--- config.mk ---
export PLATFORM = sky130hd
export DESIGN_NAME = psram_config_refresh_ctrl
export DESIGN_NICKNAME = d
export VERILOG_FILES = /design/src/include/psram_cfg_pkg.sv /design/src/psram_config_refresh_ctrl.sv
export SDC_FILE = /design/constraint.sdc
export NUM_CORES = 1
export LEC_CHECK = 0
export BUFFER_PORTS_ARGS = -buffer_cell sky130_fd_sc_hd__buf_2
export CAP_MARGIN = 20
export CORE_MARGIN = 2
export CORE_UTILIZATION = 30
export DETAILED_ROUTE_END_ITERATION = 8
export SETUP_SLACK_MARGIN = 0.2
export SLEW_MARGIN = 0
export SYNTH_ARGS = -nofsm -noshare
export SYNTH_HDL_FRONTEND = slang
export SYNTH_SLANG_ARGS = --single-unit
--- constraint.sdc ---
create_clock -name sys_clk -period 2.71 [get_ports sys_clk]
set_clock_uncertainty 0.05 [all_clocks]
set_input_delay 0.542 -clock sys_clk [delete_from_list [all_inputs] [get_ports sys_clk]]
set_output_delay 0.542 -clock sys_clk [all_outputs]
set_load 0.1 [all_outputs]
--- src/include/psram_cfg_pkg.sv ---
// constants shared by the configuration and refresh controller
`default_nettype none
package psram_cfg_pkg;
   // timing
   localparam int CLK_PERIOD_NS = 50;
   localparam int REFRESH_INTERVAL_NS = 4000;
   localparam int REFRESH_TICKS = REFRESH_INTERVAL_NS / CLK_PERIOD_NS;
   localparam int REFRESH_OP_DEFAULT = 4;
   localparam logic [2:0] CA_EDGES = 3'h6;
   // register indices on the local port
   localparam logic [1:0] ADDR_CR0 = 2'h0;
   localparam logic [1:0] ADDR_CR1 = 2'h1;
   localparam logic [1:0] ADDR_STATUS = 2'h2;
   // config_reg_zero layout
   localparam int CR0_DPD_BIT = 15;
   localparam int CR0_DRV_LSB = 12;
   localparam int CR0_LAT_LSB = 4;
   localparam int CR0_FIXED_BIT = 3;
   localparam logic [2:0] DRV_RESET = 3'h0;
   localparam logic [3:0] LAT_RESET = 4'h7;
   localparam logic [3:0] LAT_MIN = 4'h3;
   localparam logic [3:0] LAT_MAX = 4'h7;
   // config_reg_one layout
   localparam int CR1_RSVD_LSB = 7;
   localparam int CR1_CLK_BIT = 6;
   localparam int CR1_HS_BIT = 5;
   localparam int CR1_PAR_LSB = 2;
   localparam logic [8:0] CR1_RSVD_RESET = 9'h1FF;
   localparam logic [2:0] PAR_RESET = 3'h0;
   localparam logic [1:0] INTERVAL_CODE = 2'h1;
   // status layout
   localparam int ST_LOST_BIT = 0;
   // synchronised pins
   localparam int PIN_CS = 0;
   localparam int PIN_HWRST = 1;
   localparam int PIN_CK = 2;
   localparam logic [2:0] PIN_IDLE = 3'h3;
   typedef enum logic [1:0] {REF_IDLE, REF_PENDING, REF_BUSY} refresh_state_t;
endpackage
`default_nettype wire

--- src/psram_config_refresh_ctrl.sv ---
// configuration registers, power states and refresh scheduler of the memory device
`default_nettype none
// Operation
// fixed latency drives strobe high during command
// fixed latency enabled after any reset
// variable latency: strobe high only for refresh
// three-bit drive strength, reset 000b
// writing zero enters deep power down
// select low-high or reset exits power down
// power down ignores all but select, reset; register reads are still answered here
// host writes ones to upper reserved byte
// host writes one to reserved bit seven
// bit six selects single or differential clock
// writing one enters hybrid sleep
// select low ends sleep, clears bit
// reset ending sleep voids array contents
// three-bit partial array refresh region
// refresh interval field reads 01b
// self refresh evenly spaced, no command
// refresh waits until transaction ends
// pending refresh adds latency, strobe high
// host keeps select low under 4us
// latency field three to seven, default seven
// interval field ignores writes
module psram_config_refresh_ctrl #(
   parameter int REFRESH_OP_CYCLES = psram_cfg_pkg::REFRESH_OP_DEFAULT
) (
   input wire logic sys_clk,
   input wire logic rst,
   input wire logic [1:0] regAddr,
   input wire logic [15:0] regWrData,
   input wire logic regWr,
   input wire logic regRd,
   output logic [15:0] regRdData,
   input wire logic csN,
   input wire logic hwRstN,
   input wire logic linkClk,
   output logic rwdsOut,
   output logic rwdsOe,
   output logic [2:0] driveStrength,
   output logic [3:0] latencyClocks,
   output logic clockSingleEnded,
   output logic hybridSleep,
   output logic deepPowerDown,
   output logic refreshActive,
   output logic [2:0] refreshRegion
);
   import psram_cfg_pkg::*;

   localparam int TW = $clog2(REFRESH_TICKS);
   localparam logic [TW-1:0] REF_LAST = TW'(REFRESH_TICKS - 1);
   localparam logic [7:0] OP_LAST = 8'(REFRESH_OP_CYCLES - 1);

   if (REFRESH_OP_CYCLES < 1 || REFRESH_OP_CYCLES > 255 ||
       REFRESH_OP_CYCLES >= REFRESH_TICKS) begin : g_bad
      $error("refresh operation length out of range");
   end

   // ----------------------------------------
   // pin synchronisers
   // ----------------------------------------
   logic [2:0] pinMeta_reg;
   logic [2:0] pinSync_reg;
   logic csPrev_reg;
   logic ckPrev_reg;

   always_ff @(posedge sys_clk or posedge rst) begin
      if (rst) begin
         pinMeta_reg <= PIN_IDLE;
         pinSync_reg <= PIN_IDLE;
         csPrev_reg <= 1'b1;
         ckPrev_reg <= 1'b0;
      end else begin
         pinMeta_reg <= {linkClk, hwRstN, csN};
         pinSync_reg <= pinMeta_reg;
         csPrev_reg <= pinSync_reg[PIN_CS];
         ckPrev_reg <= pinSync_reg[PIN_CK];
      end
   end

   wire csLow = !pinSync_reg[PIN_CS];
   wire csFall = csPrev_reg && csLow;
   wire csRise = !csPrev_reg && !csLow;
   wire linkEdge = ckPrev_reg ^ pinSync_reg[PIN_CK];
   wire hwReset = !pinSync_reg[PIN_HWRST];

   // ----------------------------------------
   // configuration registers
   // ----------------------------------------
   logic fixedLat_reg;
   logic [2:0] drvStr_reg;
   logic [3:0] latency_reg;
   logic dpd_reg;
   logic clkSingle_reg;
   logic hs_reg;
   logic [2:0] par_reg;
   logic [8:0] cr1Rsvd_reg;
   logic lost_reg;
   logic [15:0] regRdData_reg;
   refresh_state_t refState_reg;

   // leaving power down restores the power-on state of every register
   wire dpdExit = dpd_reg && csRise;
   wire softClear = hwReset || dpdExit;
   // in power down only select, hardware reset and register reads are watched
   wire wrEn = regWr && !dpd_reg && !hwReset;
   wire wrCr0 = wrEn && (regAddr == ADDR_CR0);
   wire wrCr1 = wrEn && (regAddr == ADDR_CR1);
   wire wrSt = wrEn && (regAddr == ADDR_STATUS);
   wire [3:0] latWr = regWrData[CR0_LAT_LSB +: 4];
   wire latOk = (latWr >= LAT_MIN) && (latWr <= LAT_MAX);
   wire dpdEnter = wrCr0 && !regWrData[CR0_DPD_BIT];

   always_ff @(posedge sys_clk or posedge rst) begin
      if (rst) begin
         fixedLat_reg <= 1'b1;
         drvStr_reg <= DRV_RESET;
         latency_reg <= LAT_RESET;
         dpd_reg <= 1'b0;
      end else if (softClear) begin
         fixedLat_reg <= 1'b1;
         drvStr_reg <= DRV_RESET;
         latency_reg <= LAT_RESET;
         dpd_reg <= 1'b0;
      end else if (wrCr0) begin
         fixedLat_reg <= regWrData[CR0_FIXED_BIT];
         drvStr_reg <= regWrData[CR0_DRV_LSB +: 3];
         latency_reg <= latOk ? latWr : latency_reg;
         dpd_reg <= dpdEnter;
      end
   end

   always_ff @(posedge sys_clk or posedge rst) begin
      if (rst) begin
         clkSingle_reg <= 1'b1;
         par_reg <= PAR_RESET;
         cr1Rsvd_reg <= CR1_RSVD_RESET;
      end else if (softClear) begin
         clkSingle_reg <= 1'b1;
         par_reg <= PAR_RESET;
         cr1Rsvd_reg <= CR1_RSVD_RESET;
      end else if (wrCr1) begin
         clkSingle_reg <= regWrData[CR1_CLK_BIT];
         par_reg <= regWrData[CR1_PAR_LSB +: 3];
         cr1Rsvd_reg <= regWrData[CR1_RSVD_LSB +: 9];
      end
   end

   // select going low ends sleep even if a write lands the same cycle
   always_ff @(posedge sys_clk or posedge rst) begin
      if (rst) begin
         hs_reg <= 1'b0;
      end else if (softClear || csFall) begin
         hs_reg <= 1'b0;
      end else if (wrCr1) begin
         hs_reg <= regWrData[CR1_HS_BIT];
      end
   end

   // contents-lost flag: set by power down or hardware reset, set beats clear
   always_ff @(posedge sys_clk or posedge rst) begin
      if (rst) begin
         lost_reg <= 1'b1;
      end else if (hwReset || dpdEnter) begin
         lost_reg <= 1'b1;
      end else if (wrSt && regWrData[ST_LOST_BIT]) begin
         lost_reg <= 1'b0;
      end
   end

   // ----------------------------------------
   // register read port
   // ----------------------------------------
   // interval code is a constant, so writes cannot disturb it
   wire [15:0] cr0View = {!dpd_reg, drvStr_reg, 4'h0, latency_reg, fixedLat_reg, 3'h0};
   wire [15:0] cr1View = {cr1Rsvd_reg, clkSingle_reg, hs_reg, par_reg,
                          INTERVAL_CODE};
   wire [15:0] stView = {13'h0, refState_reg, lost_reg};
   wire [15:0] rdMux = (regAddr == ADDR_CR0) ? cr0View :
                       (regAddr == ADDR_CR1) ? cr1View :
                       (regAddr == ADDR_STATUS) ? stView : 16'h0;

   always_ff @(posedge sys_clk or posedge rst) begin
      if (rst) begin
         regRdData_reg <= 16'h0;
      end else begin
         regRdData_reg <= regRd ? rdMux : 16'h0;
      end
   end

   // ----------------------------------------
   // refresh scheduler
   // ----------------------------------------
   logic [TW-1:0] refTimer_reg;
   logic [7:0] opCnt_reg;
   refresh_state_t refState_next;
   // refresh halts in power down and while hardware reset is held
   wire refRun = !dpd_reg && !hwReset;
   wire refTick = refRun && (refTimer_reg == REF_LAST);

   always_comb begin
      refState_next = refState_reg;
      case (refState_reg)
         REF_IDLE: begin
            if (refTick) begin
               refState_next = REF_PENDING;
            end
         end
         REF_PENDING: begin
            if (!csLow) begin
               refState_next = REF_BUSY;
            end
         end
         REF_BUSY: begin
            if (opCnt_reg == OP_LAST) begin
               refState_next = REF_IDLE;
            end
         end
         default: begin
            refState_next = REF_IDLE;
         end
      endcase
      if (!refRun) begin
         refState_next = REF_IDLE;
      end
   end

   always_ff @(posedge sys_clk or posedge rst) begin
      if (rst) begin
         refState_reg <= REF_IDLE;
         refTimer_reg <= '0;
         opCnt_reg <= 8'h0;
      end else begin
         refState_reg <= refState_next;
         refTimer_reg <= (!refRun || refTick) ? '0 : refTimer_reg + 1'b1;
         opCnt_reg <= (refState_reg == REF_BUSY) ? opCnt_reg + 8'h1 : 8'h0;
      end
   end

   // ----------------------------------------
   // strobe during the command phase
   // ----------------------------------------
   logic [2:0] caCnt_reg;
   logic extraLat_reg;
   logic rwdsOut_reg;
   logic rwdsOe_reg;
   logic refActive_reg;
   // the device cannot tell register writes apart here; high is legal for them
   wire inCa = csLow && (caCnt_reg < CA_EDGES) && !dpd_reg;
   wire extraNext = csFall ? (refState_reg != REF_IDLE) :
                    (csLow && extraLat_reg);
   wire [2:0] caNext = !csLow ? 3'h0 :
                       (linkEdge && caCnt_reg < CA_EDGES) ? caCnt_reg + 3'h1 : caCnt_reg;

   always_ff @(posedge sys_clk or posedge rst) begin
      if (rst) begin
         caCnt_reg <= 3'h0;
         extraLat_reg <= 1'b0;
         rwdsOut_reg <= 1'b0;
         rwdsOe_reg <= 1'b0;
         refActive_reg <= 1'b0;
      end else begin
         caCnt_reg <= caNext;
         extraLat_reg <= extraNext;
         rwdsOut_reg <= inCa && (fixedLat_reg || extraNext);
         rwdsOe_reg <= inCa;
         refActive_reg <= (refState_next == REF_BUSY);
      end
   end

   assign regRdData = regRdData_reg;
   assign rwdsOut = rwdsOut_reg;
   assign rwdsOe = rwdsOe_reg;
   assign driveStrength = drvStr_reg;
   assign latencyClocks = latency_reg;
   assign clockSingleEnded = clkSingle_reg;
   assign hybridSleep = hs_reg;
   assign deepPowerDown = dpd_reg;
   assign refreshActive = refActive_reg;
   assign refreshRegion = par_reg;

   // ----------------------------------------
   // checks
   // ----------------------------------------
   property p_fixed_high;
      @(posedge sys_clk) disable iff (rst)
      rwdsOe_reg && $past(fixedLat_reg) |-> rwdsOut_reg;
   endproperty
   a_fixed_high: assert property (p_fixed_high) else $error("strobe low under fixed latency");

   property p_reset_values;
      @(posedge sys_clk) disable iff (rst)
      $past(hwReset) && !hwReset |-> fixedLat_reg && drvStr_reg == DRV_RESET
         && latency_reg == LAT_RESET && !hs_reg;
   endproperty
   a_reset_values: assert property (p_reset_values) else $error("bad value after reset");

   property p_variable_low;
      @(posedge sys_clk) disable iff (rst)
      rwdsOe_reg && !$past(fixedLat_reg) && !extraLat_reg |-> !rwdsOut_reg;
   endproperty
   a_variable_low: assert property (p_variable_low) else $error("strobe high without refresh");

   property p_dpd_enter;
      @(posedge sys_clk) disable iff (rst)
      dpdEnter && !hwReset |=> dpd_reg ##1 (refState_reg == REF_IDLE);
   endproperty
   a_dpd_enter: assert property (p_dpd_enter) else $error("power down not entered");

   property p_dpd_hold;
      @(posedge sys_clk) disable iff (rst)
      dpd_reg && !csRise && !hwReset |=> dpd_reg && $stable(drvStr_reg) && !refActive_reg;
   endproperty
   a_dpd_hold: assert property (p_dpd_hold) else $error("power down disturbed");

   property p_sleep_wake;
      @(posedge sys_clk) disable iff (rst)
      csFall |=> !hs_reg;
   endproperty
   a_sleep_wake: assert property (p_sleep_wake) else $error("sleep not ended by select");

   property p_interval_code;
      @(posedge sys_clk) disable iff (rst)
      regRd && regAddr == ADDR_CR1 |=> regRdData[1:0] == INTERVAL_CODE;
   endproperty
   a_interval_code: assert property (p_interval_code) else $error("interval code changed");

   property p_defer;
      @(posedge sys_clk) disable iff (rst)
      refState_reg == REF_PENDING && csLow |=> refState_reg != REF_BUSY;
   endproperty
   a_defer: assert property (p_defer) else $error("refresh inside transaction");

   property p_extra;
      @(posedge sys_clk) disable iff (rst)
      csFall && refState_reg != REF_IDLE && !dpd_reg |=> extraLat_reg && rwdsOut_reg;
   endproperty
   a_extra: assert property (p_extra) else $error("no extra latency signalled");
endmodule
`default_nettype wire

# Word level (Yosys, flattened, before mapping)
# Cells that the tools add are included.
[word_totals]
register_bits = 72
word_cells = 108
in_bits = 25
output_inout_bits = 32
[classes]
bitwise_logic = 1
reduce_logical = 39
n_eq_ne = 7
n_lt_le_gt_ge = 3
n_mux = 33
addsub = 3
[op_table]
columns = ["operator", "count"]
rows = [
  ["$mux W16", 3],
  ["$mux W3", 7],
  ["$logic_and A1 B1 Y1", 18],
  ["$mux W9", 2],
  ["$reduce_bool A2 Y1", 7],
  ["$mux W4", 3],
  ["$mux W1", 11],
  ["$add A8 B1 Y8 const B", 1],
  ["$eq A8 B2 Y1 const B", 1],
  ["$mux W2", 4],
  ["$mux W8", 1],
  ["$add A7 B1 Y7 const B", 1],
  ["$eq A7 B7 Y1 const B", 1],
  ["$mux W7", 1],
  ["$eq A2 B2 Y1 const B", 3],
  ["$logic_not A1 Y1", 6],
  ["$pmux W2 S3", 1],
  ["$logic_or A1 B1 Y1", 5],
  ["$eq A2 B1 Y1 const B", 2],
  ["$ge A4 B2 Y1 const B", 1],
  ["$le A4 B3 Y1 const B", 1],
  ["$logic_not A2 Y1", 2],
  ["$add A3 B1 Y3 const B", 1],
  ["$lt A3 B3 Y1 const B", 1],
  ["other kinds (2)", 2],
]

# Logic depth before layout (Yosys ltp)
# Gate-level depths: netlist of the first run.
[depth]
ltp_word = 7
depth_mapped = 6
mapped_depth_nobuf = 4

# Least setup slack after synthesis of the first run
# No wires, ideal clock.
[synth_timing]
path_type = "register to register"
start = "register dpd_reg (netlist: deepPowerDown)"
end = "register cr1Rsvd_reg[0]"
setup_slack_ns = 0.496
setup_ns = 0.080
synth_period_minus_slack_ns = 2.214
required_time_ns = 2.580
path_buffers = 3
t_arrival_ns = 2.085
stages_incl_launch_ff = 7
path_cell_list = "dfrtp_1 > buf_4 > and3b_1 > buf_6 > a211o_1 > buf_6 > o22a_1"
[synth_via]
elab_chain_cells = 5
word_cells_on_any_way = 8
cone_classes = "1 x mux; 7 x reduce/logical"
[synth_lines]
columns = ["element", "line_no", "source"]
rows = [
  ["start, declared", "psram_config_refresh_ctrl.sv:93", "logic dpd_reg;"],
  ["start signal, assigned", "psram_config_refresh_ctrl.sv:129", "dpd_reg <= dpdEnter;"],
  ["$logic_not A1 Y1", "psram_config_refresh_ctrl.sv:106", "wire wrEn = regWr && !dpd_reg && !hwReset;"],
  ["$logic_and A1 B1 Y1 (2 in series)", "psram_config_refresh_ctrl.sv:106", ""],
  ["$logic_and A1 B1 Y1", "psram_config_refresh_ctrl.sv:108", "wire wrCr1 = wrEn && (regAddr == ADDR_CR1);"],
  ["$reduce_bool A2 Y1 (no line)", "n/a", ""],
  ["end signal, assigned", "psram_config_refresh_ctrl.sv:145", "cr1Rsvd_reg <= regWrData[CR1_RSVD_LSB +: 9];"],
  ["end, declared", "psram_config_refresh_ctrl.sv:97", "logic [8:0] cr1Rsvd_reg;"],
]
# Parallel ways exist; a longest one is shown, timed or not.
# A chain may end at the register's enable or synchronous reset.

# Worst setup path after layout of the first run
[layout_timing]
start = "register dpd_reg (netlist: deepPowerDown)"
end = "output port deepPowerDown"
[layout_lines]
columns = ["element", "line_no", "source"]
rows = [
  ["end, declared", "psram_config_refresh_ctrl.sv:44", "output logic deepPowerDown,"],
]
# No word-level cell between the ends.

==> impl_metrics.ini, run 1 <==
[run_status]
status = complete, no violations

[logic_synthesis]
yosysWarningCount = 0
synth_edf_count = 0
synth_area_leaders = dfrtp_1, dfstp_2, nor2_1
synthesis.area_mm2 = 0.00297
synth.distinct_cells = 49
synth-seq-cells = 72
syn_nets = 281
synth_top_area_cell = dfrtp_1
synth_top_area_share = 0.438
async_flop_share = 1.00
synth-main-ff-cell = dfrtp_1
yosysSeqAreaShare = 0.615
avgSynthCellArea_um2 = 11.7
syn_inst = 253

[drt]
viasPerCell = 4.68
wl_per_cell_um = 13.7
dr_total_vias = 2105
ant_nets = 0
drtIter0Drc = 105
drt_wl_total_um = 6180
first_pass_iters = 4
drc = 0

[placed_design]
dp_cells = 434
postPlaceCellArea_mm2 = 0.00338
dp_hpwl_um = 4360
place_congestion = 0.764
port-buffer-count = 55

[grt]
grt_busiest_layer = met2
grtUsageMet3 = 0.0334
antenna_found_initial = 0
grt_max_degree = 45
met1_usage = 0.166
grt_pass1_wl_um = 10700
grt_overflow = 0
grt_use_total = 0.125
gr-usage-met2 = 0.194
grt_pass1_vias = 2165

[power]
peakVddDrop_uv = 262
p_per_area_mw_per_mm2 = 670
p_leak_nw = 1.66

[clock_network]
clockBufferDepth = 2
clockRootBuffer = clkbuf_8
ctsResizeCount = 0
cts_buffers = 9
h-tree-depth = 3
cts_hold_buf = 0
cts_tree = yes
clock_latency_ns = 0.34
clkSlewWorstSetupHoldPaths_ns = 0.07
cts_num_sinks = 72
cts_setup_buffers = 0

[finish]
fin_cells = 450
final_nets = 340
regArea_mm2 = 0.00183
multi_input_area_mm2 = 0.00104
design_area_mm2 = 0.00362
syn_to_final_growth_pct = 21.8
drive_gt1_frac = 0.297
n_fill_cell = 991
largest_register_ffs = 16
n_antenna_cell = 0

[timing]
rsz0062_at_grt = false
max_freq_mhz = 503
final_max_slew_viol_count = 0
slew_headroom = 0.563
min_period_ns = 1.99
setup_violations = 0
hold_viol_final = 0
tightest_slew_ns = 0.652
hold_slack_ns = 0.222
post-route-period-util = 0.734
fin_setup_tns_ns = 0

[critical_path]
reg2reg_depth = 3
r2r-end = driveStrength[2]
rr_startpoint = deepPowerDown
startpoint_type = flop
worstPathBufferInverterCount = 1
cpPeakStageDelay_ns = 0.55
cp_max_fo = 11
crit_path_end_kind = output port
arrival_ns = 1.40
worstPathRequired_ns = 2.12
path_class = reg2out
crit_slowest_cell = dfrtp_1
worst_path_dominant_cell_family = flip-flops
crit_chain = buf_2
rrSetupSlack_ns = 0.92

[die]
die_h_um = 104
dieArea_mm2 = 0.0107
core_area_mm2 = 0.00968
io_pins = 57
start_util = 0.307
num_rows = 36
die_w_um = 104

[run]
cap_violations = 0

[worst_hold_path]
min_path_type = in2async
## cell families after synthesis
group,synth area share
flops,0.615
buf+inv,0.0354
compound gates,0.138
simple gates,0.148
xor+xnor,0.0236
fa+ha+maj,0.0126
mux,0.0270
## how the worst max path moves through the flow
| stage | start | end | cells after the start |
|---|---|---|---|
| global route | deepPowerDown | deepPowerDown | 1 |
| finish | deepPowerDown | deepPowerDown | 1 |
| floorplan | rst | caCnt_reg[0] | 1 |
| detailed placement | regAddr[0] | cr1Rsvd_reg[7] | 4 |
| global placement | regAddr[0] | clockSingleEnded | 4 |
| CTS | deepPowerDown | deepPowerDown | 1 |
## power breakdown
| group | internal, W | switching, W | leakage, nW |
|---|---|---|---|
| registers | 0.00112 | 0.0000236 | 0.912 |
| logic | 0.0000652 | 0.000217 | 0.636 |
| clock network | 0.000608 | 0.000392 | 0.116 |
## stage by stage
step                      total power (W)  utilization  setup WS [ns]
after CTS                         0.00246        0.374          0.691
after global routing              0.00252        0.374          0.656
after detailed placement          0.00145        0.349          0.577
after floorplan                   0.00138            -          0.326
final                             0.00242        0.374          0.720
after global placement            0.00144        0.349          0.613
## area by class of cell
class / instances / area share
Timing Repair Buffer: 57 / 0.0837
Sequential cell: 72 / 0.505
Inverter: 13 / 0.0135
Tap cell: 133 / 0.0460
Clock buffer: 10 / 0.0353
Multi-Input combinational cell: 159 / 0.287
Clock inverter: 6 / 0.0297
## cell usage in the layout (no fill, tap or decap), drive strengths merged, types with 2 or more instances in the layout
master  synthesis  routed
ha              3       3
o21ai          11      11
or4             2       2
bufinv          0       3
xnor2           3       3
o211ai          4       4
o21a            2       2
clkbuf          3      10
and3            5       5
mux2i           8       8
inv            13      13
and3b           2       2
dfrtp          52      52
a211oi          3       3
nand2           8       8
o31ai           2       2
nor2b           6       6
buf             6      57
a22o            3       3
nand2b          5       5
a32oi           2       2
nor3            5       5
nand3b          3       3
xor2            5       5
clkinv          0       2
o22a           10      10
nor2           24      24
or3             4       4
a21oi          14      14
dfstp          20      20
nand3           8       8
## cell usage after synthesis, types with 2 or more instances
library cell   n
o21ai_0        8
ha_1           3
xor2_1         5
nand2b_1       5
o31ai_1        2
buf_6          2
or4_1          2
dfstp_2       20
nor2b_1        6
nor3_1         5
and3_1         5
o21a_1         2
dfrtp_1       52
a22o_1         3
o22a_1        10
o211ai_1       4
xnor2_1        3
or3_1          4
nor2_1        24
mux2i_1        8
nand2_1        8
and3b_1        2
a211oi_1       3
a32oi_1        2
o21ai_1        3
clkbuf_1       3
buf_2          3
nand3b_1       3
nand3_1        8
inv_1         13
a21oi_1       14
## per-layer routing
metal / wire [µm] / vias up / part of all wire
met5: 0 / - / 0
met4: 110 / 0 / 0.018
met3: 205 / 11 / 0.033
met2: 2880 / 38 / 0.47
met1: 2990 / 1036 / 0.48
li1: - / 1020 / -
No activity file was read; power rests on OpenSTA's default activity.
==> inputs of run 2 (changes only) <==
Clock period 2.71 ns to 1.75 ns, I/O delays scaled along.
==> run 2 against run 1 <==
- critical path depth unchanged
- worst hold slack worse by 0.17 ns
- first-iteration DRC count up 30%
- sequential share of layout area down 3.9 points
- die area unchanged
==> impl_metrics.ini, run 2 (same netlist as run 1, synthesis figures left out) <==
[timing]
fin_setup_tns_ns = 0
rsz0062_at_grt = true
slew_headroom = 0.675
setup_violations = 0
final_max_slew_viol_count = 0
min_period_ns = 1.53
max_freq_mhz = 652
hold_viol_final = 0
worst_slack_ns = 0.216
tightest_slew_ns = 0.491
post-route-period-util = 0.877

[drt]
dr_total_vias = 2205
drt_wl_total_um = 6510
drtIter0Drc = 137
wl_per_cell_um = 13.9
drc = 0
first_pass_iters = 4
ant_nets = 0
viasPerCell = 4.71

[critical_path]
cp_max_fo = 4
worstPathRequired_ns = 1.35
worst_path_dominant_cell_family = flip-flops
crit_slowest_cell = dfstp_2
cpPeakStageDelay_ns = 0.56
startpoint_type = flop
worstPathBufferInverterCount = 1
path_class = reg2out
crit_path_end_kind = output port
arrival_ns = 1.13
crit_chain = buf_6

[power]
peakVddDrop_uv = 368
power_switching_w = 0.00102
switching_share = 0.264
intPower_w = 0.00283
clkPwrFrac = 0.413
p_leak_nw = 1.79
p_per_area_mw_per_mm2 = 979
total_power_w = 0.00385
seq_power_share = 0.459
p_comb_frac = 0.129

[run]
cap_violations = 0

[finish]
final_nets = 358
largest_register_ffs = 16
final_cell_mix = dfrtp_1, buf_2, buf_4, nor2_1, dfstp_2
syn_to_final_growth_pct = 32.4
design_area_mm2 = 0.00393
drive_gt1_frac = 0.376
n_fill_cell = 945
final_common_cell = dfrtp_1
n_antenna_cell = 0

[clock_network]
cts_num_sinks = 72
clockBufferDepth = 2
clock_latency_ns = 0.35
cts_buffers = 9
cts_tree = yes
clkSlewWorstSetupHoldPaths_ns = 0.07
h-tree-depth = 3
clockRootBuffer = clkbuf_8

[grt]
grt_pass1_vias = 2241
grt_overflow = 0
grt_use_total = 0.127
grt_max_degree = 46
antenna_found_initial = 0
grt_pass1_wl_um = 11000

[worst_hold_path]
min_path_type = in2reg

[die]
core_area_mm2 = 0.00968
start_util = 0.307
die_h_um = 104
die_w_um = 104
num_rows = 36
io_pins = 57
dieArea_mm2 = 0.0107

[run_status]
status = complete, no violations

[placed_design]
place_congestion = 0.776
postPlaceCellArea_mm2 = 0.00350
port-buffer-count = 55
dp_hpwl_um = 4580
dpl_worst_slack_ns = 0.0801
[run 2: cell type report]
class,count,area (µm²),share of cell area
Sequential cell,72,1830,0.465
Clock inverter,6,116,0.0296
Timing Repair Buffer,75,546,0.139
Clock buffer,10,128,0.0325
Tap cell,133,166,0.0423
Multi-Input combinational cell,159,1090,0.278
Inverter,13,52.6,0.0134
[run 2: path summary, 6_finish.rpt]
path,startpoint,end,slack (ns),cells after the start
min reg2reg,pinMeta_reg[1],pinSync_reg[1],0.31,0
max reg2reg,deepPowerDown,cr1Rsvd_reg[1],0.22,4
max in group asynchronous,rst,pinMeta_reg[0],0.77,4
max,latencyClocks[0],latencyClocks[0],0.22,1
min,csN,pinMeta_reg[0],0.05,1
min in group asynchronous,rst,regRdData[1],0.56,4
[run 2: what timing repair did]
action | in CTS | in global routing
resized for setup | 21 | 18
endpoints found under the setup margin | 30 | 33
pin swaps | 1 | 1
setup buffers | 2 | 5
hold buffers | 1 | 0
endpoints found under the hold margin | 5 | 0
[run 2: layer usage]
layer  vias to the layer above  GRT usage  part of all wire
li1                       1056          -                 -
met1                      1106      0.167              0.46
met2                        41      0.199              0.50
met3                         2     0.0441             0.040
met4                         0     0.0376            0.0061
met5                         -          0                 0
[run 2: power by group through the flow]
| stage | Sequential, W | Clock [W] | Combinational (W) |
|---|---|---|---|
| 3_5_place_dp | 0.00180 | 0 | 0.000471 |
| 2_1_floorplan | 0.00198 | 0 | 0.000152 |
| 6_report | 0.00177 | 0.00159 | 0.000496 |
| 3_3_place_gp | 0.00179 | 0 | 0.000467 |
| 5_1_grt | 0.00177 | 0.00171 | 0.000534 |
| 4_1_cts | 0.00177 | 0.00163 | 0.000485 |
[run 2: per-stage QoR]
step / hold slack, ns / utilization / std cells
global route: 0.0315 / 0.406 / 468
detailed placement: 0.288 / 0.361 / 444
finish: 0.0544 / 0.406 / 468
floorplan: 0.281 / - / 253
CTS: 0.0332 / 0.395 / 463
global placement: 0.286 / 0.361 / 444
